==> src/shared/tce_pkg.sv <==
// constants, field layouts and types of the timer unit with control register 1
// assumes a 32-bit apb slave and one 200 mhz clock for everything

package tce_pkg;

  // ----------------------------------------------------------------
  // widths
  // ----------------------------------------------------------------
  localparam int CNT_W = 16;
  localparam int PRESC_W = 7;
  localparam int ST_W = 3;

  // ----------------------------------------------------------------
  // register indices of control register 1, one per timer instance
  // ----------------------------------------------------------------
  localparam logic [31:0] CTL1_IDX_T0 = 32'h0fff_f661;
  localparam logic [31:0] CTL1_IDX_T1 = 32'h0fff_f661;
  localparam logic [31:0] CTL1_IDX_T2 = 32'h0fff_f681;
  localparam logic [31:0] CTL1_IDX_T3 = 32'h0fff_f6a1;

  // ----------------------------------------------------------------
  // byte addresses of the remaining registers
  // ----------------------------------------------------------------
  localparam logic [31:0] CTL0_ADDR = 32'h0000_0000;
  localparam logic [31:0] CMP0_ADDR = 32'h0000_0004;
  localparam logic [31:0] CMP1_ADDR = 32'h0000_0008;
  localparam logic [31:0] COUNT_ADDR = 32'h0000_000c;
  localparam logic [31:0] STATUS_ADDR = 32'h0000_0010;
  localparam logic [31:0] MASK_ADDR = 32'h0000_0014;
  localparam logic [31:0] EDGE_ADDR = 32'h0000_0018;

  // ----------------------------------------------------------------
  // control register 0
  // ----------------------------------------------------------------
  localparam int CTL0_RUN_BIT = 7;
  localparam int CTL0_PRESC_LSB = 0;
  localparam int PRESC_SEL_W = 3;
  localparam logic [7:0] CTL0_RESET = 8'h00;
  localparam logic [7:0] CTL0_WMASK = 8'h87;

  // ----------------------------------------------------------------
  // control register 1
  // ----------------------------------------------------------------
  localparam int CTL1_TUNE_BIT = 7;
  localparam int CTL1_SWTRIG_BIT = 6;
  localparam int CTL1_EVSEL_BIT = 5;
  localparam int CTL1_MODE_LSB = 0;
  localparam int MODE_W = 3;
  localparam logic [7:0] CTL1_RESET = 8'h00;
  localparam logic [7:0] CTL1_KEEP = 8'ha7;
  localparam int TUNING_INSTANCE = 1;

  localparam logic [2:0] MODE_INTERVAL = 3'h0;
  localparam logic [2:0] MODE_EVENT = 3'h1;
  localparam logic [2:0] MODE_EXT_TRIG = 3'h2;
  localparam logic [2:0] MODE_ONE_SHOT = 3'h3;
  localparam logic [2:0] MODE_FREE_RUN = 3'h5;

  // ----------------------------------------------------------------
  // edge select register, status and mask
  // ----------------------------------------------------------------
  localparam int EV_EDGE_LSB = 0;
  localparam int TRG_EDGE_LSB = 2;
  localparam int EDGE_W = 2;
  localparam logic [3:0] EDGE_RESET = 4'h0;
  localparam logic [1:0] EDGE_NONE = 2'h0;
  localparam logic [1:0] EDGE_RISE = 2'h1;
  localparam logic [1:0] EDGE_FALL = 2'h2;

  localparam int ST_CC0 = 0;
  localparam int ST_CC1 = 1;
  localparam int ST_OVF = 2;
  localparam logic [2:0] STATUS_RESET = 3'h0;
  localparam logic [2:0] MASK_RESET = 3'h7;

  localparam logic [15:0] CMP_RESET = 16'hffff;
  localparam logic [15:0] CNT_RESET = 16'h0000;
  localparam logic [15:0] CNT_TOP = 16'hffff;

  typedef enum logic [1:0] {CS_IDLE, CS_WAIT_TRIG, CS_COUNT} tce_cnt_state_t;

endpackage

==> src/shared/tce_link_if.sv <==
// signals between the timer core, its event generator and its flag block
// assumes all three run on the one peripheral clock

`timescale 1ns/10ps

interface tce_link_if;
  logic run;
  logic [2:0] presc_sel;
  logic evsel;
  logic [1:0] ev_edge;
  logic [1:0] trg_edge;
  logic sw_trig;
  logic tick;
  logic trig;
  logic [2:0] evt;
  logic [2:0] clr_wr;
  logic mask_wr;
  logic [2:0] mask_data;
  logic [2:0] status;
  logic [2:0] mask;
  logic irq;

  modport core (output run, presc_sel, evsel, ev_edge, trg_edge, sw_trig, evt, clr_wr,
    mask_wr, mask_data, input tick, trig, status, mask, irq);
  modport gen (input run, presc_sel, evsel, ev_edge, trg_edge, sw_trig, output tick, trig);
  modport flags (input evt, clr_wr, mask_wr, mask_data, output status, mask, irq);
endinterface

==> src/logic/tce_event_gen.sv <==
// count tick and trigger source: prescaler or event pin edges, trigger pin or software
// assumes pins already synchronous to the clock

`timescale 1ns/10ps

module tce_event_gen (
  input wire logic mclk_in,
  input wire logic rst_in,
  input wire logic event_pin_in,
  input wire logic trig_pin_in,
  tce_link_if.gen link
);

  typedef struct packed {
    logic [tce_pkg::PRESC_W-1:0] presc;
    logic ev_prev;
    logic trg_prev;
    logic tick;
    logic trig;
  } tce_gen_state_t;

  tce_gen_state_t s;
  tce_gen_state_t next_s;
  logic [tce_pkg::PRESC_W-1:0] presc_mask;

  function automatic logic edge_hit(input logic [1:0] sel, input logic now, input logic prev);
    edge_hit = ((sel & tce_pkg::EDGE_RISE) != 2'h0 && now && !prev) ||
      ((sel & tce_pkg::EDGE_FALL) != 2'h0 && !now && prev);
  endfunction

  // ----------------------------------------------------------------
  // next state
  // ----------------------------------------------------------------
  always_comb begin
    next_s = s;
    // divide by two to the power of the select field
    presc_mask = ~(7'h7f << link.presc_sel);
    next_s.presc = link.run ? s.presc + 7'h01 : 7'h00;
    next_s.ev_prev = event_pin_in;
    next_s.trg_prev = trig_pin_in;
    if (link.evsel) begin
      next_s.tick = link.run && edge_hit(link.ev_edge, event_pin_in, s.ev_prev);
    end else begin
      next_s.tick = link.run && ((s.presc & presc_mask) == presc_mask);
    end
    // software trigger counts exactly like a pin edge
    next_s.trig = link.sw_trig || edge_hit(link.trg_edge, trig_pin_in, s.trg_prev);
  end

  always_ff @(posedge mclk_in) begin
    if (rst_in) begin
      s <= '0;
    end else begin
      s <= next_s;
    end
  end

  assign link.tick = s.tick;
  assign link.trig = s.trig;

endmodule

==> src/logic/tce_flags.sv <==
// sticky event flags, mask and the level interrupt
// assumes event pulses last one cycle

`timescale 1ns/10ps

module tce_flags (
  input wire logic mclk_in,
  input wire logic rst_in,
  tce_link_if.flags link
);

  typedef struct packed {
    logic [tce_pkg::ST_W-1:0] status;
    logic [tce_pkg::ST_W-1:0] mask;
    logic irq;
  } tce_flag_state_t;

  tce_flag_state_t s;
  tce_flag_state_t next_s;

  // ----------------------------------------------------------------
  // next state
  // ----------------------------------------------------------------
  always_comb begin
    next_s = s;
    // set wins over a write-one clear in the same cycle
    next_s.status = (s.status & ~link.clr_wr) | link.evt;
    next_s.mask = link.mask_wr ? link.mask_data : s.mask;
    next_s.irq = |(next_s.status & ~next_s.mask);
  end

  always_ff @(posedge mclk_in) begin
    if (rst_in) begin
      s.status <= tce_pkg::STATUS_RESET;
      s.mask <= tce_pkg::MASK_RESET;
      s.irq <= 1'b0;
    end else begin
      s <= next_s;
    end
  end

  assign link.status = s.status;
  assign link.mask = s.mask;
  assign link.irq = s.irq;

endmodule

==> src/logic/tce_timer.sv <==
// 16-bit timer instance: apb registers, counter, compare channels and pin outputs
// assumes a synchronous active-high reset and inputs synchronous to mclk_in
//
// Design decision made here: register access over APB.

`timescale 1ns/10ps

module tce_timer #(
  parameter int INSTANCE = 0
) (
  input wire logic mclk_in,
  input wire logic rst_in,
  input wire logic psel_in,
  input wire logic penable_in,
  input wire logic pwrite_in,
  input wire logic [31:0] paddr_in,
  input wire logic [31:0] pwdata_in,
  input wire logic [3:0] pstrb_in,
  output logic [31:0] prdata_out,
  output logic pready_out,
  output logic pslverr_out,
  input wire logic event_input_pin_in,
  input wire logic ext_trigger_pin_in,
  input wire logic companion_sync_in,
  output logic timer_output_0_out,
  output logic timer_output_1_out,
  output logic adc_trigger_out,
  output logic irq_out
);

  localparam logic [31:0] CTL1_IDX = (INSTANCE == 1) ? tce_pkg::CTL1_IDX_T1 :
    (INSTANCE == 2) ? tce_pkg::CTL1_IDX_T2 :
    (INSTANCE == 3) ? tce_pkg::CTL1_IDX_T3 : tce_pkg::CTL1_IDX_T0;
  localparam logic [31:0] CTL1_ADDR = {CTL1_IDX[29:0], 2'b00};

  typedef struct packed {
    logic [7:0] ctl0;
    logic [7:0] ctl1;
    logic [3:0] edge_sel;
    logic [tce_pkg::CNT_W-1:0] cmp0;
    logic [tce_pkg::CNT_W-1:0] cmp1;
    logic [tce_pkg::CNT_W-1:0] buf0;
    logic [tce_pkg::CNT_W-1:0] buf1;
    logic [tce_pkg::CNT_W-1:0] cnt;
    tce_pkg::tce_cnt_state_t st;
    logic out0;
    logic out1;
    logic adc_trig;
    logic sw_trig;
    logic [tce_pkg::ST_W-1:0] evt;
    logic [31:0] rdata;
  } tce_core_state_t;

  tce_core_state_t s;
  tce_core_state_t next_s;

  tce_link_if link ();

  logic setup;
  logic wr;
  logic hit_ctl0;
  logic hit_ctl1;
  logic hit_cmp0;
  logic hit_cmp1;
  logic hit_count;
  logic hit_status;
  logic hit_mask;
  logic hit_edge;
  logic mapped;
  logic [31:0] rd_mux;
  logic [2:0] mode;
  logic tuning;
  logic run;
  logic pulse_mode;
  logic wrap;

  // ----------------------------------------------------------------
  // submodules
  // ----------------------------------------------------------------
  tce_event_gen u_gen (
    .mclk_in(mclk_in),
    .rst_in(rst_in),
    .event_pin_in(event_input_pin_in),
    .trig_pin_in(ext_trigger_pin_in),
    .link(link.gen)
  );

  tce_flags u_flags (
    .mclk_in(mclk_in),
    .rst_in(rst_in),
    .link(link.flags)
  );

  // ----------------------------------------------------------------
  // apb decode
  // ----------------------------------------------------------------
  assign setup = psel_in && !penable_in;
  assign wr = psel_in && penable_in && pwrite_in;
  assign hit_ctl0 = (paddr_in == tce_pkg::CTL0_ADDR);
  assign hit_ctl1 = (paddr_in == CTL1_ADDR);
  assign hit_cmp0 = (paddr_in == tce_pkg::CMP0_ADDR);
  assign hit_cmp1 = (paddr_in == tce_pkg::CMP1_ADDR);
  assign hit_count = (paddr_in == tce_pkg::COUNT_ADDR);
  assign hit_status = (paddr_in == tce_pkg::STATUS_ADDR);
  assign hit_mask = (paddr_in == tce_pkg::MASK_ADDR);
  assign hit_edge = (paddr_in == tce_pkg::EDGE_ADDR);
  assign mapped = hit_ctl0 || hit_ctl1 || hit_cmp0 || hit_cmp1 || hit_count ||
    hit_status || hit_mask || hit_edge;

  // zero wait states: every access phase completes at once
  assign pready_out = 1'b1;
  assign pslverr_out = psel_in && penable_in && !mapped;

  always_comb begin
    rd_mux = 32'h0000_0000;
    if (hit_ctl0) begin
      rd_mux = {24'h00_0000, s.ctl0};
    end
    if (hit_ctl1) begin
      // trigger bit and reserved bits are never stored
      rd_mux = {24'h00_0000, s.ctl1};
    end
    if (hit_cmp0) begin
      rd_mux = {16'h0000, s.cmp0};
    end
    if (hit_cmp1) begin
      rd_mux = {16'h0000, s.cmp1};
    end
    if (hit_count) begin
      rd_mux = {16'h0000, s.cnt};
    end
    if (hit_status) begin
      rd_mux = {29'h0000_0000, link.status};
    end
    if (hit_mask) begin
      rd_mux = {29'h0000_0000, link.mask};
    end
    if (hit_edge) begin
      rd_mux = {28'h000_0000, s.edge_sel};
    end
  end

  // ----------------------------------------------------------------
  // mode decode
  // ----------------------------------------------------------------
  assign mode = s.ctl1[tce_pkg::CTL1_MODE_LSB +: tce_pkg::MODE_W];
  assign tuning = s.ctl1[tce_pkg::CTL1_TUNE_BIT] && (INSTANCE == tce_pkg::TUNING_INSTANCE);
  assign run = s.ctl0[tce_pkg::CTL0_RUN_BIT];
  assign pulse_mode = (mode == tce_pkg::MODE_EXT_TRIG) || (mode == tce_pkg::MODE_ONE_SHOT);
  // free running wraps at the top, every other mode at compare 0
  assign wrap = (mode == tce_pkg::MODE_FREE_RUN) ? (s.cnt == tce_pkg::CNT_TOP) :
    (s.cnt == s.buf0);

  // ----------------------------------------------------------------
  // next state
  // ----------------------------------------------------------------
  always_comb begin
    next_s = s;
    next_s.sw_trig = 1'b0;
    next_s.adc_trig = 1'b0;
    next_s.evt = 3'h0;
    if (setup) begin
      next_s.rdata = rd_mux;
    end

    if (wr) begin
      if (hit_ctl0 && pstrb_in[0]) begin
        next_s.ctl0 = pwdata_in[7:0] & tce_pkg::CTL0_WMASK;
      end
      if (hit_ctl1 && pstrb_in[0]) begin
        next_s.ctl1 = pwdata_in[7:0] & tce_pkg::CTL1_KEEP;
        next_s.sw_trig = pwdata_in[tce_pkg::CTL1_SWTRIG_BIT];
      end
      if (hit_edge && pstrb_in[0]) begin
        next_s.edge_sel = pwdata_in[3:0];
      end
      for (int b = 0; b < 2; b++) begin
        if (hit_cmp0 && pstrb_in[b]) begin
          next_s.cmp0[b*8 +: 8] = pwdata_in[b*8 +: 8];
        end
        if (hit_cmp1 && pstrb_in[b]) begin
          next_s.cmp1[b*8 +: 8] = pwdata_in[b*8 +: 8];
        end
      end
    end

    unique case (s.st)
      tce_pkg::CS_IDLE: begin
        next_s.cnt = tce_pkg::CNT_RESET;
        next_s.buf0 = s.cmp0;
        next_s.buf1 = s.cmp1;
        next_s.out0 = 1'b0;
        next_s.out1 = 1'b0;
        if (run) begin
          next_s.st = pulse_mode ? tce_pkg::CS_WAIT_TRIG : tce_pkg::CS_COUNT;
        end
      end
      tce_pkg::CS_WAIT_TRIG: begin
        // one-shot and pwm start on a pin edge or the software trigger
        if (link.trig) begin
          next_s.st = tce_pkg::CS_COUNT;
          next_s.cnt = tce_pkg::CNT_RESET;
          next_s.buf0 = s.cmp0;
          next_s.buf1 = s.cmp1;
        end
      end
      tce_pkg::CS_COUNT: begin
        if (tuning && companion_sync_in) begin
          next_s.cnt = tce_pkg::CNT_RESET;
        end else if (mode == tce_pkg::MODE_EXT_TRIG && link.trig) begin
          // retrigger restarts the period
          next_s.cnt = tce_pkg::CNT_RESET;
          next_s.out1 = 1'b0;
        end else if (link.tick) begin
          if (s.cnt == s.buf1) begin
            next_s.evt[tce_pkg::ST_CC1] = 1'b1;
            // equal compares toggle once per period, giving half duty
            next_s.out1 = pulse_mode ? 1'b1 : !s.out1;
          end
          if (wrap) begin
            next_s.cnt = tce_pkg::CNT_RESET;
            next_s.buf0 = s.cmp0;
            next_s.buf1 = s.cmp1;
            if (mode == tce_pkg::MODE_FREE_RUN) begin
              next_s.evt[tce_pkg::ST_OVF] = 1'b1;
            end else begin
              // compare 0 at all ones wraps with no overflow flag
              next_s.evt[tce_pkg::ST_CC0] = 1'b1;
              next_s.out0 = !s.out0;
            end
            if (pulse_mode) begin
              next_s.out1 = 1'b0;
            end
            if (mode == tce_pkg::MODE_ONE_SHOT) begin
              next_s.st = tce_pkg::CS_WAIT_TRIG;
            end
          end else begin
            next_s.cnt = s.cnt + 16'h0001;
          end
        end
      end
      default: begin
        next_s.st = tce_pkg::CS_IDLE;
      end
    endcase

    if (!run) begin
      next_s.st = tce_pkg::CS_IDLE;
    end
    // tuning turns compare matches into converter start pulses only
    if (tuning) begin
      next_s.adc_trig = next_s.evt[tce_pkg::ST_CC0] || next_s.evt[tce_pkg::ST_CC1];
      next_s.evt = 3'h0;
      next_s.out0 = 1'b0;
      next_s.out1 = 1'b0;
    end
    // pins stay low while counting events
    if (mode == tce_pkg::MODE_EVENT) begin
      next_s.out0 = 1'b0;
      next_s.out1 = 1'b0;
    end
  end

  always_ff @(posedge mclk_in) begin
    if (rst_in) begin
      s.ctl0 <= tce_pkg::CTL0_RESET;
      s.ctl1 <= tce_pkg::CTL1_RESET;
      s.edge_sel <= tce_pkg::EDGE_RESET;
      s.cmp0 <= tce_pkg::CMP_RESET;
      s.cmp1 <= tce_pkg::CMP_RESET;
      s.buf0 <= tce_pkg::CMP_RESET;
      s.buf1 <= tce_pkg::CMP_RESET;
      s.cnt <= tce_pkg::CNT_RESET;
      s.st <= tce_pkg::CS_IDLE;
      s.out0 <= 1'b0;
      s.out1 <= 1'b0;
      s.adc_trig <= 1'b0;
      s.sw_trig <= 1'b0;
      s.evt <= 3'h0;
      s.rdata <= 32'h0000_0000;
    end else begin
      s <= next_s;
    end
  end

  // ----------------------------------------------------------------
  // link and outputs
  // ----------------------------------------------------------------
  assign link.run = run && (s.st != tce_pkg::CS_IDLE);
  assign link.presc_sel = s.ctl0[tce_pkg::CTL0_PRESC_LSB +: tce_pkg::PRESC_SEL_W];
  // event count mode always counts pin edges
  assign link.evsel = s.ctl1[tce_pkg::CTL1_EVSEL_BIT] || (mode == tce_pkg::MODE_EVENT);
  assign link.ev_edge = s.edge_sel[tce_pkg::EV_EDGE_LSB +: tce_pkg::EDGE_W];
  assign link.trg_edge = s.edge_sel[tce_pkg::TRG_EDGE_LSB +: tce_pkg::EDGE_W];
  assign link.sw_trig = s.sw_trig;
  assign link.evt = s.evt;
  assign link.clr_wr = (wr && hit_status && pstrb_in[0]) ? pwdata_in[2:0] : 3'h0;
  assign link.mask_wr = wr && hit_mask && pstrb_in[0];
  assign link.mask_data = pwdata_in[2:0];

  assign prdata_out = s.rdata;
  assign timer_output_0_out = s.out0;
  assign timer_output_1_out = s.out1;
  assign adc_trigger_out = s.adc_trig;
  assign irq_out = link.irq;

endmodule

==> config.mk <==
export PLATFORM = sky130hd
export DESIGN_NAME = tce_timer
export DESIGN_NICKNAME = d
export VERILOG_FILES = /design/src/shared/tce_pkg.sv /design/src/shared/tce_link_if.sv /design/src/logic/tce_event_gen.sv /design/src/logic/tce_flags.sv /design/src/logic/tce_timer.sv
export SDC_FILE = /design/constraint.sdc
export NUM_CORES = 1
export LEC_CHECK = 0
export ABC_AREA = 1
export BUFFER_PORTS_ARGS = -buffer_cell sky130_fd_sc_hd__buf_2
export CELL_PAD_IN_SITES_DETAIL_PLACEMENT = 0
export CELL_PAD_IN_SITES_GLOBAL_PLACEMENT = 1
export CORE_MARGIN = 4
export CORE_UTILIZATION = 36
export CTS_CLUSTER_SIZE = 30
export DETAILED_ROUTE_END_ITERATION = 7
export PLACE_DENSITY = 0.87
export SLEW_MARGIN = 20
export SYNTH_ARGS = -nofsm -noshare
export SYNTH_HDL_FRONTEND = slang
export SYNTH_SLANG_ARGS = --single-unit
==> constraint.sdc <==
create_clock -name mclk_in -period 1.7 [get_ports mclk_in]
set_clock_uncertainty 0.1 [all_clocks]
set_input_delay 0.085 -clock mclk_in [delete_from_list [all_inputs] [get_ports mclk_in]]
set_output_delay 0.085 -clock mclk_in [all_outputs]
set_load 0.005 [all_outputs]
; ---- After elaboration in Yosys (flattened, before gate mapping)
; Cells that the tools add are included.
[op_classes]
shifts = 1
n_reduce_logical = 71
n_addsub = 2
n_bitwise = 14
muxes = 33
n_eq_ne = 24
[op_table]
columns = op, count
row1 = 2-to-1 mux 32 bit, 5
row2 = case mux 48 bit (3 select lines), 1
row3 = equality test 32 x 5 -> 1 bit (second input constant), 3
row4 = 2-to-1 mux 16 bit, 5
row5 = equality test 32 x 4 -> 1 bit (second input constant), 2
row6 = 2-to-1 mux 52 bit, 1
row7 = 2-to-1 mux 50 bit, 1
row8 = equality test 16 bit, 2
row9 = equality test 32 x 3 -> 1 bit (second input constant), 1
row10 = equality test 32 x 30 -> 1 bit (second input constant), 1
row11 = logical NOT 32 bit, 1
row12 = logical AND 1 bit, 27
row13 = adder 16 x 1 -> 16 bit (second input constant), 1
row14 = equality test 16 bit (second input constant), 1
row15 = 2-to-1 mux 8 bit, 2
row16 = AND reduction 2 bit, 8
row17 = AND reduction 5 bit, 3
row18 = logical OR 1 bit, 12
row19 = 2-to-1 mux 1 bit, 10
row20 = 2-to-1 mux 3 bit, 3
row21 = logical NOT 1 bit, 8
row22 = != test 2 bit (second input constant), 4
row23 = adder 7 x 1 -> 7 bit (second input constant), 1
row24 = bitwise AND 7 bit, 1
row25 = 26 further kinds, 41
[word_totals]
output_inout_bits = 38
word_cells = 171
register_bits = 152

; ---- Logic depth before layout (Yosys ltp)
; Gate-level depths: netlist of the first run.
[depth]
ltp_word = 10
ltp_mapped = 15

; ---- Hierarchy
; From an unflattened synthesis of the first run, not the netlist that was laid out.
[hier_totals]
hier_cells = 1079
area_unflattened_um2 = 7184.4
[by_module_without_submodules]
columns = mod, cells_per_inst, n_inst, area_each_um2, seq_area_each_um2
row1 = tce_timer, 961, 1, 6382.4, 2342.2
row2 = tce_event_gen, 72, 1, 505.5, 220.2
row3 = tce_flags, 46, 1, 296.5, 140.1

; ---- Worst setup path before layout of the first run
; OpenSTA, ideal clock, no wires.
[synth_path]
path_type = reg2reg
startpoint = reg s (netlist bit mode[0])
endpoint = reg s[63] (netlist name)
setup_ns = 0.134
t_required_ns = 1.466
arrival_ns = 1.640
stages_incl_launch_ff = 14
n_path_buf = 2
slack_ns = -0.173
cell_sequence = dfxtp_1 -> nand3_4 -> buf_2 -> nand3_1 -> nand2_1 -> nor2_1 -> nand2_1 -> nor2_2 -> nand2_2 -> nand2_4 -> nand2_4 -> buf_6 -> nand2_1 -> nand3_1
[synth_via]
elab_chain_len = 4
word_cells_on_any_way = 7
classes_between = eq/ne: 4 / mux: 1 / reduce/logical: 2
[synth_lines]
columns = element, line_no
row1 = start: declaration, tce_timer.sv:54  ; tce_core_state_t s;
row2 = start signal: assignment, tce_timer.sv:282  ; s <= next_s;
row3 = equality test 3 bit / equality test 3 x 2 -> 1 bit (equally long branches), "tce_timer.sv:151, tce_timer.sv:210"
row4 = 2-to-1 mux 1 bit / logical AND 1 bit (equally long branches), "tce_timer.sv:151, tce_timer.sv:210"
row5 = != test 2 bit (no source line), --
row6 = AND reduction 5 bit (no source line) (*), --
; Every way passes the cells marked *; elsewhere a longest branch is shown, timed or not.
; A chain may end at the register's enable or synchronous reset.

; ---- Worst setup path in the final report of the first run
[layout_path]
startpoint = reg s (netlist bit mode[1])
endpoint = reg s[75] (netlist name)
; Same word-level chain as after synthesis.

==> reports/results.tsv, run 1 <==
metric	value	unit
status	finished with violations	
failing checks	setup timing	
Non-Filler Instances	1576	
first-pass GRT wire length	35700	um
total global routing overflow	0	
via count	7664	
post-route minimum period	2.08	ns
Synth Area per Inst	6.58	um2
Hold Path Depth	5	
CTS buffer count	17	
Sw Share	0.231	
IO Count	114	
Yosys top cell area share	0.376	
wl on met1	10300	um
Starting Density	0.368	
Core Region	19500	um2
Place WS	-0.332	ns
Pint	5.57	mW
CTS root buf	clkbuf_16	
Post-synth ARST share	0	
Area growth syn-to-layout	36.4	%
Logic pwr share	0.046	
max-slew violations	0	
Critical Path RT	1.96	ns
Antenna Nets Post-Route	0	
Vias per Instance	4.86	
Max IR drop VDD	0.000747	V
largest net degree at the start of global routing	80	
P per Cell Area	738	nW/um2
GPL Wtd Cong	0.889	
Die H	149	um
DRT Wirelength	22200	um
Top Metal Used	met4	
complex-gate fraction of the synthesized area	0.115	
Main synth FF type	dfxtp_1	
HP Start	penable_in	
initial antenna violation count	0	
Port-buffer cells	76	
RSZ-0062 raised after global routing	yes	
Post-Synthesis Cell Area	7190	um2
Worst Hold Class	in -> reg	
clock sink count	135	
Final WS setup	-0.376	ns
Final Hold Vio Count	0	
Layout Nets	1376	
DPL Wire Length	15800	um
hold endpoint	prdata_out[10]$_SDFFE_PP0P_	
Synth area leaders	dfxtp_1 38%, nand2_1 16%, nand3_1 9.2%, inv_1 6.6%, nor2_1 5.2%	
Slew headroom	0.418	
fill count	1964	
reg2reg setup slack	-0.38	ns
leak pwr	4.78	nW
Worst EP arrival	2.33	ns
antenna cells	0	
Longest Clk Path Bufs	2	
CTS tree	done	
Netlist cell types	38	
post-synthesis simple-gate area fraction	0.347	
count leader, synth	nand2_1	
Total GRT Usage	0.199	
die area	22300	um2
Avg WL per Cell	14.1	um
Post-Synth XOR/XNOR Area	0.0256	
r2r worst-path depth	14	
clk slew on worst S/H paths	0.06	ns
worst r2r dst	s[75]$_SDFFE_PP1P_	
Met3 Routed Length	1300	um
met2 routed WL	10100	um
Synth Warn #	0	
Setup-failing EPs final	54	
Post-synth top cells	309 x nand2_1, 135 x dfxtp_1, 132 x nand3_1	
later-pin clock latency in the skew report	0.42	ns
mux cell area share after synthesis	0	
crit share post-route	1.22	
H-tree depth	4	
part of the power in the clock network	0.516	
register area	2710	um2
Multi-input gate area	3830	um2
Least-Margin Pin Slew	0.862	ns
Crit Path Class	reg -> reg	
Iter 0 DRT Violations	757	
post-synthesis sequential area ratio	0.376	
# Max-Cap Violations	0	
Reg2Reg Launch Point	mode[1]$_SDFFE_PP0P_	
# placed instances	1505	
FP Rows	51	
Post-synth EDFFs	0	
Syn Inst Count	1093	
CP Capture Type	register	
# DRC	0	
main combinational cell family by area after synthesis	simple AND/OR/NAND/NOR gates	
NetSw	1.67	mW
total negative setup slack	-15.69	ns
Die W	149	um
sequential share of power	0.438	
vias in the first global route	7193	
CP Max Fanout	8	
Adder-Cell Fraction of Synth Area	0.00348	
router iterations before antenna repair	5	
FMAX	482	MHz
CP startpoint kind	register	
share of post-route cells with drive strength above 1	0.233	
FF+latch count, synth	135	
Yosys top cell by area	dfxtp_1	
==> what timing repair did <==
item,in CTS,in global routing
endpoints found under the hold margin,52,0
pin swaps,3,3
resized for setup,27,20
setup endpoints to repair,55,56
hold buffers,21,0
gates cloned,4,3
setup buffers,5,6
==> worst max-delay path by stage <==
stage | from | endpoint | slack (ns) | depth (start not counted)
2_1_floorplan | mode[1]$_SDFFE_PP0P_ | s[63]$_SDFFE_PP1P_ | -0.1 | 14
3_3_place_gp | mode[1]$_SDFFE_PP0P_ | s[87]$_SDFFE_PP1P_ | -0.25 | 14
3_5_place_dp | mode[1]$_SDFFE_PP0P_ | s[70]$_SDFFE_PP1P_ | -0.33 | 14
4_1_cts | mode[1]$_SDFFE_PP0P_ | s[40]$_SDFFE_PP0P_ | -0.25 | 14
5_1_grt | mode[1]$_SDFFE_PP0P_ | s[72]$_SDFFE_PP1P_ | -0.49 | 15
6_report | mode[1]$_SDFFE_PP0P_ | s[75]$_SDFFE_PP1P_ | -0.38 | 14
==> power by group through the flow <==
stage | combinational [mW] | clock [mW] | sequential, mW
after floorplan | 0.164 | 0 | 3.24
after detailed placement | 0.293 | 0 | 3.24
after CTS | 0.332 | 3.79 | 3.17
final | 0.336 | 3.73 | 3.17
after global placement | 0.291 | 0 | 3.24
after global routing | 0.375 | 3.92 | 3.17
==> state kept, by name (all words and copies together), names as in the netlist, 2 cells and up <==
| name | count |
|---|---|
| link.evt | 3 |
| link.presc_sel | 3 |
| s | 84 |
| prdata_out | 16 |
| u_gen.s | 9 |
| u_flags.link.mask | 3 |
| link.ev_edge | 2 |
| mode | 3 |
| u_flags.link.status | 3 |
| link.trg_edge | 2 |
==> cell usage in the layout, fill, tap and decap left out, drive strengths merged <==
cell and n:
a211oi 1, a21oi 52, a31oi 2, buf 218, bufinv 2, clkbuf 21
clkinv 6, clkinvlp 2, conb 18, dfxtp 135, dlygate4sd3 21, ha 2
inv 132, nand2 315, nand3 133, nand3b 1, nand4 13, nor2 106
nor3 15, nor3b 2, nor4 3, nor4b 1, o211ai 33, o21a 1
o21ai 47, o21bai 2, o311ai 1, o31ai 4, or2 1, xnor2 12
xor2 9
==> per-stage QoR <==
| stage | hold slack, ns | cell area [um2] | utilization | power [mW] |
|---|---|---|---|---|
| 5_1_grt | 0.123 | 9810 | 0.502 | 7.46 |
| 3_3_place_gp | 0.220 | 8580 | 0.440 | 3.53 |
| 2_1_floorplan | 0.0632 | 7300 | - | 3.40 |
| 3_5_place_dp | 0.224 | 8580 | 0.440 | 3.53 |
| 6_report | 0.0992 | 9810 | 0.502 | 7.24 |
| 4_1_cts | 0.0911 | 9600 | 0.492 | 7.29 |
==> final cells by class <==
type,count,share of cell area
multi-input cells,774,0.390
flip-flops and latches,135,0.276
repair buffers,241,0.190
inverters,129,0.0494
clock buffers,19,0.0462
well taps,265,0.0338
clock inverters,13,0.0147
==> cell families (layout without fill, tap and decap cells) <==
family | Yosys count | count (layout)
DFF | 135 | 135
other | 2 | 18
buffers and inverters | 203 | 402
AOI/OAI and AO/OA | 143 | 143
adders and majority gates | 2 | 2
xor gates and xnor gates | 21 | 21
and+or+nand+nor | 587 | 590
==> worst max-delay path: stages, from the launching register on <==
cell and delay [ns]:
dfxtp_2 0.32, inv_2 0.07, nand3_4 0.14, clkbuf_16 0.21, nand3_1 0.06, nand2_1 0.05, nor2_1 0.11, nand2_1 0.12
nor2_4 0.16, nand2_4 0.10, nand2_8 0.15, buf_12 0.13, clkbuf_16 0.15, nand3_1 0.07, nand3_1 0.08
==> layer usage <==
metal  vias up  track usage
met4         0       0.0632
li1       3893            -
met5         -            0
met3        34       0.0307
met2       242        0.315
met1      3495        0.278
No activity file was read; power rests on OpenSTA's default activity.
==> run 2: changes to the inputs <==
Settings changed: CELL_PAD_IN_SITES_DETAIL_PLACEMENT 0 to unset, CELL_PAD_IN_SITES_GLOBAL_PLACEMENT 1 to unset, CORE_ASPECT_RATIO set to 0.7, CORE_UTILIZATION 36 to 47, PLACE_DENSITY 0.87 to 0.82.
==> reports/results.tsv, run 2 (same netlist as run 1, synthesis figures left out) <==
metric	value	unit
status	finished with violations	
failing checks	setup timing	
critical-path cell list	inv_2, nand3_4, clkbuf_16, nand3_1, nand2_1, nor2_1, nand2_1, nor2_2, nand2_2, nand2_8, buf_12, nand2_8, nand2_1, nand3_1	
Max stage delay on crit path	0.33	ns
DRT Wirelength	23300	um
Worst EP arrival	2.34	ns
Final Hold Vio Count	0	
critical path startpoint	mode[1]$_SDFFE_PP0P_	
Sw Share	0.257	
Die W	156	um
FMAX	466	MHz
most frequent CP cell	nand2_1	
Pint	5.39	mW
clk slew on worst S/H paths	0.07	ns
antenna cells	0	
Final WS setup	-0.448	ns
post-route minimum period	2.15	ns
Starting Density	0.484	
met3 Resource Use GR	0.0723	
later-pin clock latency in the skew report	0.44	ns
HP Start	rst_in	
sum of buffers and inverters on the critical path	3	
first-pass GRT wire length	36800	um
Iter 0 DRT Violations	930	
Crit Path Class	reg -> reg	
GR Util met2	0.375	
Antenna Nets Post-Route	0	
Slew headroom	0.579	
met1 Use GR	0.386	
IO Count	114	
CP Max Fanout	16	
leak pwr	4.65	nW
initial antenna violation count	0	
via count	8004	
worst r2r dst	s[82]$_SDFFE_PP1P_	
Most Used Layer, Global Route	met1	
Biggest register	s	
cell family with most CP delay	simple AND/OR/NAND/NOR gates	
Place WS	-0.290	ns
clock sink count	135	
# Max-Cap Violations	0	
Core Region	14900	um2
# DRC	0	
reg2reg setup slack	-0.45	ns
Least-Margin Pin Slew	0.627	ns
Logic pwr share	0.046	
total global routing overflow	0	
total negative setup slack	-19.55	ns
max-slew violations	0	
CP startpoint kind	register	
r2r worst-path depth	14	
Reg2Reg Launch Point	mode[1]$_SDFFE_PP0P_	
FP Rows	37	
Critical Path RT	1.89	ns
die area	17400	um2
most frequent cells in the layout	302 x nand2_1, 131 x dfxtp_1, 124 x inv_1	
sequential share of power	0.437	
P per Cell Area	767	nW/um2
Layout Nets	1351	
Largest register FFs	84	
CTS root buf	clkbuf_16	
Port-buffer cells	76	
Fin Hold WS	0.00666	ns
CP max-delay cell	dfxtp_2	
Longest Clk Path Bufs	2	
fill count	1198	
crit share post-route	1.26	
Die H	111	um
NetSw	1.87	mW
CTS tree	done	
Critical Path Sink	s[82]$_SDFFE_PP1P_	
Max IR drop VDD	0.000650	V
Vias per Instance	5.40	
CTS buffer count	17	
GPL Wtd Cong	0.959	
largest net degree at the start of global routing	93	
router iterations before antenna repair	5	
Total GRT Usage	0.261	
share of post-route cells with drive strength above 1	0.213	
Worst Hold Class	in -> reg	
commonest non-fill, non-tap cell in the layout	nand2_1	
part of the power in the clock network	0.517	
Area growth syn-to-layout	31.6	%
CP Capture Type	register	
vias in the first global route	7232	
Setup-failing EPs final	54	
RSZ-0062 raised after global routing	yes	
number of stages on the worst setup path	14	
DPL Wire Length	15800	um
H-tree depth	4	
Avg WL per Cell	15.7	um
==> run 2: changes by cell type in the layout (fill, tap and decap cells not counted), sizes merged, moves of 3 or more <==
cell    previous run  this run
clkbuf            21        18
buf              218       196
clkinv             6         3
inv              132       137
==> run 2: layout make-up <==
cell class	instances	area, um2	area share
multi-input cells	773	3770	0.399
flip-flops and latches	135	2710	0.286
repair buffers	217	1660	0.176
inverters	129	484	0.0512
clock buffers	17	425	0.0450
well taps	195	244	0.0258
clock inverters	15	163	0.0172
==> run 2: worst register-to-register path, stage by stage, from the launching register on <==
cell       delay (ns)
dfxtp_2          0.33
inv_2            0.07
nand3_4          0.12
clkbuf_16        0.20
nand3_1          0.07
nand2_1          0.07
nor2_1           0.13
nand2_1          0.10
nor2_2           0.16
nand2_2          0.13
nand2_8          0.14
buf_12           0.12
nand2_8          0.09
nand2_1          0.10
nand3_1          0.09
==> run 2: worst min path at each step <==
stage	to	slack [ns]	cells past startpoint
global route	u_gen.s[3]$_SDFF_PP0_	0.06	3
detailed placement	u_gen.s[2]$_SDFF_PP0_	0.23	3
CTS	s[39]$_SDFFE_PP0P_	0.009	6
global placement	u_gen.s[2]$_SDFF_PP0_	0.22	3
finish	s[39]$_SDFFE_PP0P_	0.007	6
floorplan	link.evt[1]$_SDFF_PP0_	0.06	1
==> run 2: routing by layer <==
metal | wire length [um] | up-vias
met1 | 10300 | 3688
met2 | 9850 | 427
li1 | - | 3841
met5 | 0 | -
met3 | 2760 | 48
met4 | 377 | 0
==> run 2: power by group through the flow <==
stage / sequential [mW] / combinational (mW) / clock [mW]
after floorplan: 3.24 / 0.164 / 0
after global placement: 3.24 / 0.280 / 0
after detailed placement: 3.24 / 0.286 / 0
after CTS: 3.17 / 0.324 / 3.76
after global routing: 3.17 / 0.364 / 3.91
final: 3.17 / 0.333 / 3.75
==> run 2: per-stage QoR <==
| stage | instance area [um2] | cells | util | total power [mW] |
|---|---|---|---|---|
| after global routing | 9460 | 1481 | 0.637 | 7.44 |
| after detailed placement | 8410 | 1420 | 0.566 | 3.53 |
| final | 9460 | 1481 | 0.637 | 7.26 |
| after floorplan | 7300 | 1109 | - | 3.40 |
| after global placement | 8410 | 1420 | 0.566 | 3.52 |
| after CTS | 9340 | 1477 | 0.628 | 7.25 |
==> run 2: timing repair <==
action / 4_1_cts / 5_1_grt
cloned: 3 / 1
hold buffers: 20 / 0
setup endpoints to repair: 55 / 56
endpoints found under the hold margin: 51 / 0
pin swaps: 4 / 5
buffers inserted: 2 / 3
resized for setup: 13 / 14
==> run 3: changes to the inputs <==
Settings changed: CORE_MARGIN 4 to 5.
==> reports/results.tsv, run 3 (same netlist as run 1, synthesis figures left out) <==
metric	value	unit
# DRC	0	
Logic pwr share	0.045	
CP Max Fanout	12	
clock sink count	135	
Sw Share	0.246	
CP startpoint kind	register	
Overall Power	7.34	mW
initial antenna violation count	0	
Vias per Instance	5.40	
reg2reg setup slack	-0.41	ns
total global routing overflow	0	
router iterations before antenna repair	7	
Die H	113	um
Die W	158	um
failing checks	setup timing	
CP Capture Type	register	
most frequent CP cell	nand2_1	
Total GRT Usage	0.247	
P per Cell Area	775	nW/um2
GPL Wtd Cong	0.947	
# Max-Cap Violations	0	
crit share post-route	1.24	
Max stage delay on crit path	0.39	ns
Biggest register	s	
Max IR drop VDD	0.000762	V
status	finished with violations	
share of post-route cells with drive strength above 1	0.219	
post-route minimum period	2.11	ns
Worst Hold Class	in -> reg	
RSZ-0062 raised after global routing	yes	
DPL Wire Length	15900	um
Largest register FFs	84	
Slew headroom	0.574	
FP Rows	37	
Layout Nets	1346	
Port-buffer cells	76	
Iter 0 DRT Violations	871	
leak pwr	4.60	nW
Area growth syn-to-layout	31.7	%
Place WS	-0.313	ns
critical-path cell list	nand3_4, clkbuf_16, nand3_1, nand2_1, nor2_1, nand2_1, nor2_4, nand2_4, nand2_8, buf_6, nand2_2, o21bai_1, inv_1	
Final Hold Vio Count	0	
part of the power in the clock network	0.523	
Worst EP arrival	2.33	ns
H-tree depth	4	
max-slew violations	0	
NetSw	1.81	mW
Least-Margin Pin Slew	0.634	ns
later-pin clock latency in the skew report	0.44	ns
clk slew on worst S/H paths	0.07	ns
Final WS setup	-0.411	ns
Antenna Nets Post-Route	0	
antenna cells	0	
CP max-delay cell	dfxtp_2	
fill count	1232	
Core Region	14900	um2
Pint	5.53	mW
CTS tree	done	
FMAX	474	MHz
Crit Path Class	reg -> reg	
Starting Density	0.484	
CTS root buf	clkbuf_16	
DRT Wirelength	23100	um
sequential share of power	0.432	
Avg WL per Cell	15.7	um
die area	17900	um2
commonest non-fill, non-tap cell in the layout	nand2_1	
Critical Path RT	1.92	ns
IO Count	114	
via count	7976	
Longest Clk Path Bufs	2	
Fin Hold WS	0.0773	ns
Setup-failing EPs final	54	
largest net degree at the start of global routing	86	
vias in the first global route	7139	
most frequent cells in the layout	300 x nand2_1, 127 x dfxtp_1, 124 x inv_1	
CTS buffer count	17	
first-pass GRT wire length	35600	um
-- run 3: cell types whose count changed in the layout (fill, tap and decap cells not counted), sizes merged --
cell / before / now
buf: 196 / 190
inv: 137 / 135
bufinv: 1 / 2
clkbuf: 18 / 19
clkinv: 3 / 4
-- run 3: layout make-up --
class / instances / area (um2) / area share
Clock buffer: 17 / 425 / 0.0449
Tap cell: 195 / 244 / 0.0258
Sequential cell: 135 / 2720 / 0.287
Multi-Input combinational cell: 773 / 3820 / 0.404
Inverter: 129 / 484 / 0.0511
Timing Repair Buffer: 212 / 1590 / 0.168
Clock inverter: 15 / 186 / 0.0197
-- run 3: through the flow --
stage	utilization	TNS [ns]	cells	area (um2)
after floorplan	-	-3.00	1109	7300
after global placement	0.564	-9.60	1417	8390
after detailed placement	0.564	-17.33	1417	8390
after CTS	0.622	-11.96	1470	9240
after global routing	0.637	-21.65	1476	9470
final	0.637	-18.30	1476	9470
-- run 3: worst paths after layout --
| path | start | to | depth (start not counted) |
|---|---|---|---|
| max | mode[2]$_SDFFE_PP0P_ | s[40]$_SDFFE_PP0P_ | 13 |
| min | penable_in | prdata_out[11]$_SDFFE_PP0P_ | 5 |
| max reg2reg | mode[2]$_SDFFE_PP0P_ | s[40]$_SDFFE_PP0P_ | 13 |
| min reg2reg | s[132]$_SDFFE_PP0P_ | s[132]$_SDFFE_PP0P_ | 2 |
-- run 3: metal layers --
metal	part of all wire	track usage	up-vias
met1	0.43	0.360	3621
met4	0.021	0.0562	0
met3	0.14	0.0895	56
met2	0.42	0.348	484
met5	0	0	-
li1	-	-	3815
-- run 3: power groups by stage --
| stage | clock [mW] | sequential, mW | combinational (mW) |
|---|---|---|---|
| detailed placement | 0 | 3.24 | 0.284 |
| global route | 4.01 | 3.17 | 0.362 |
| floorplan | 0 | 3.24 | 0.164 |
| global placement | 0 | 3.24 | 0.280 |
| finish | 3.84 | 3.17 | 0.330 |
| CTS | 3.84 | 3.17 | 0.321 |
-- run 3: critical path: cells and delay by family (launching register included) --
kind	cells	cell delay [ns]
AND/OR/NAND/NOR	9	0.98
AO/OA/AOI/OAI	1	0.15
flip-flops	1	0.39
buffers and inverters	3	0.38
-- run 3: timing repair --
action	in CTS	in global routing
pin swaps	3	6
endpoints found under the setup margin	55	56
hold buffers	20	0
resized for setup	8	37
hold endpoints to repair	59	0
cloned	1	3
setup buffers	0	3
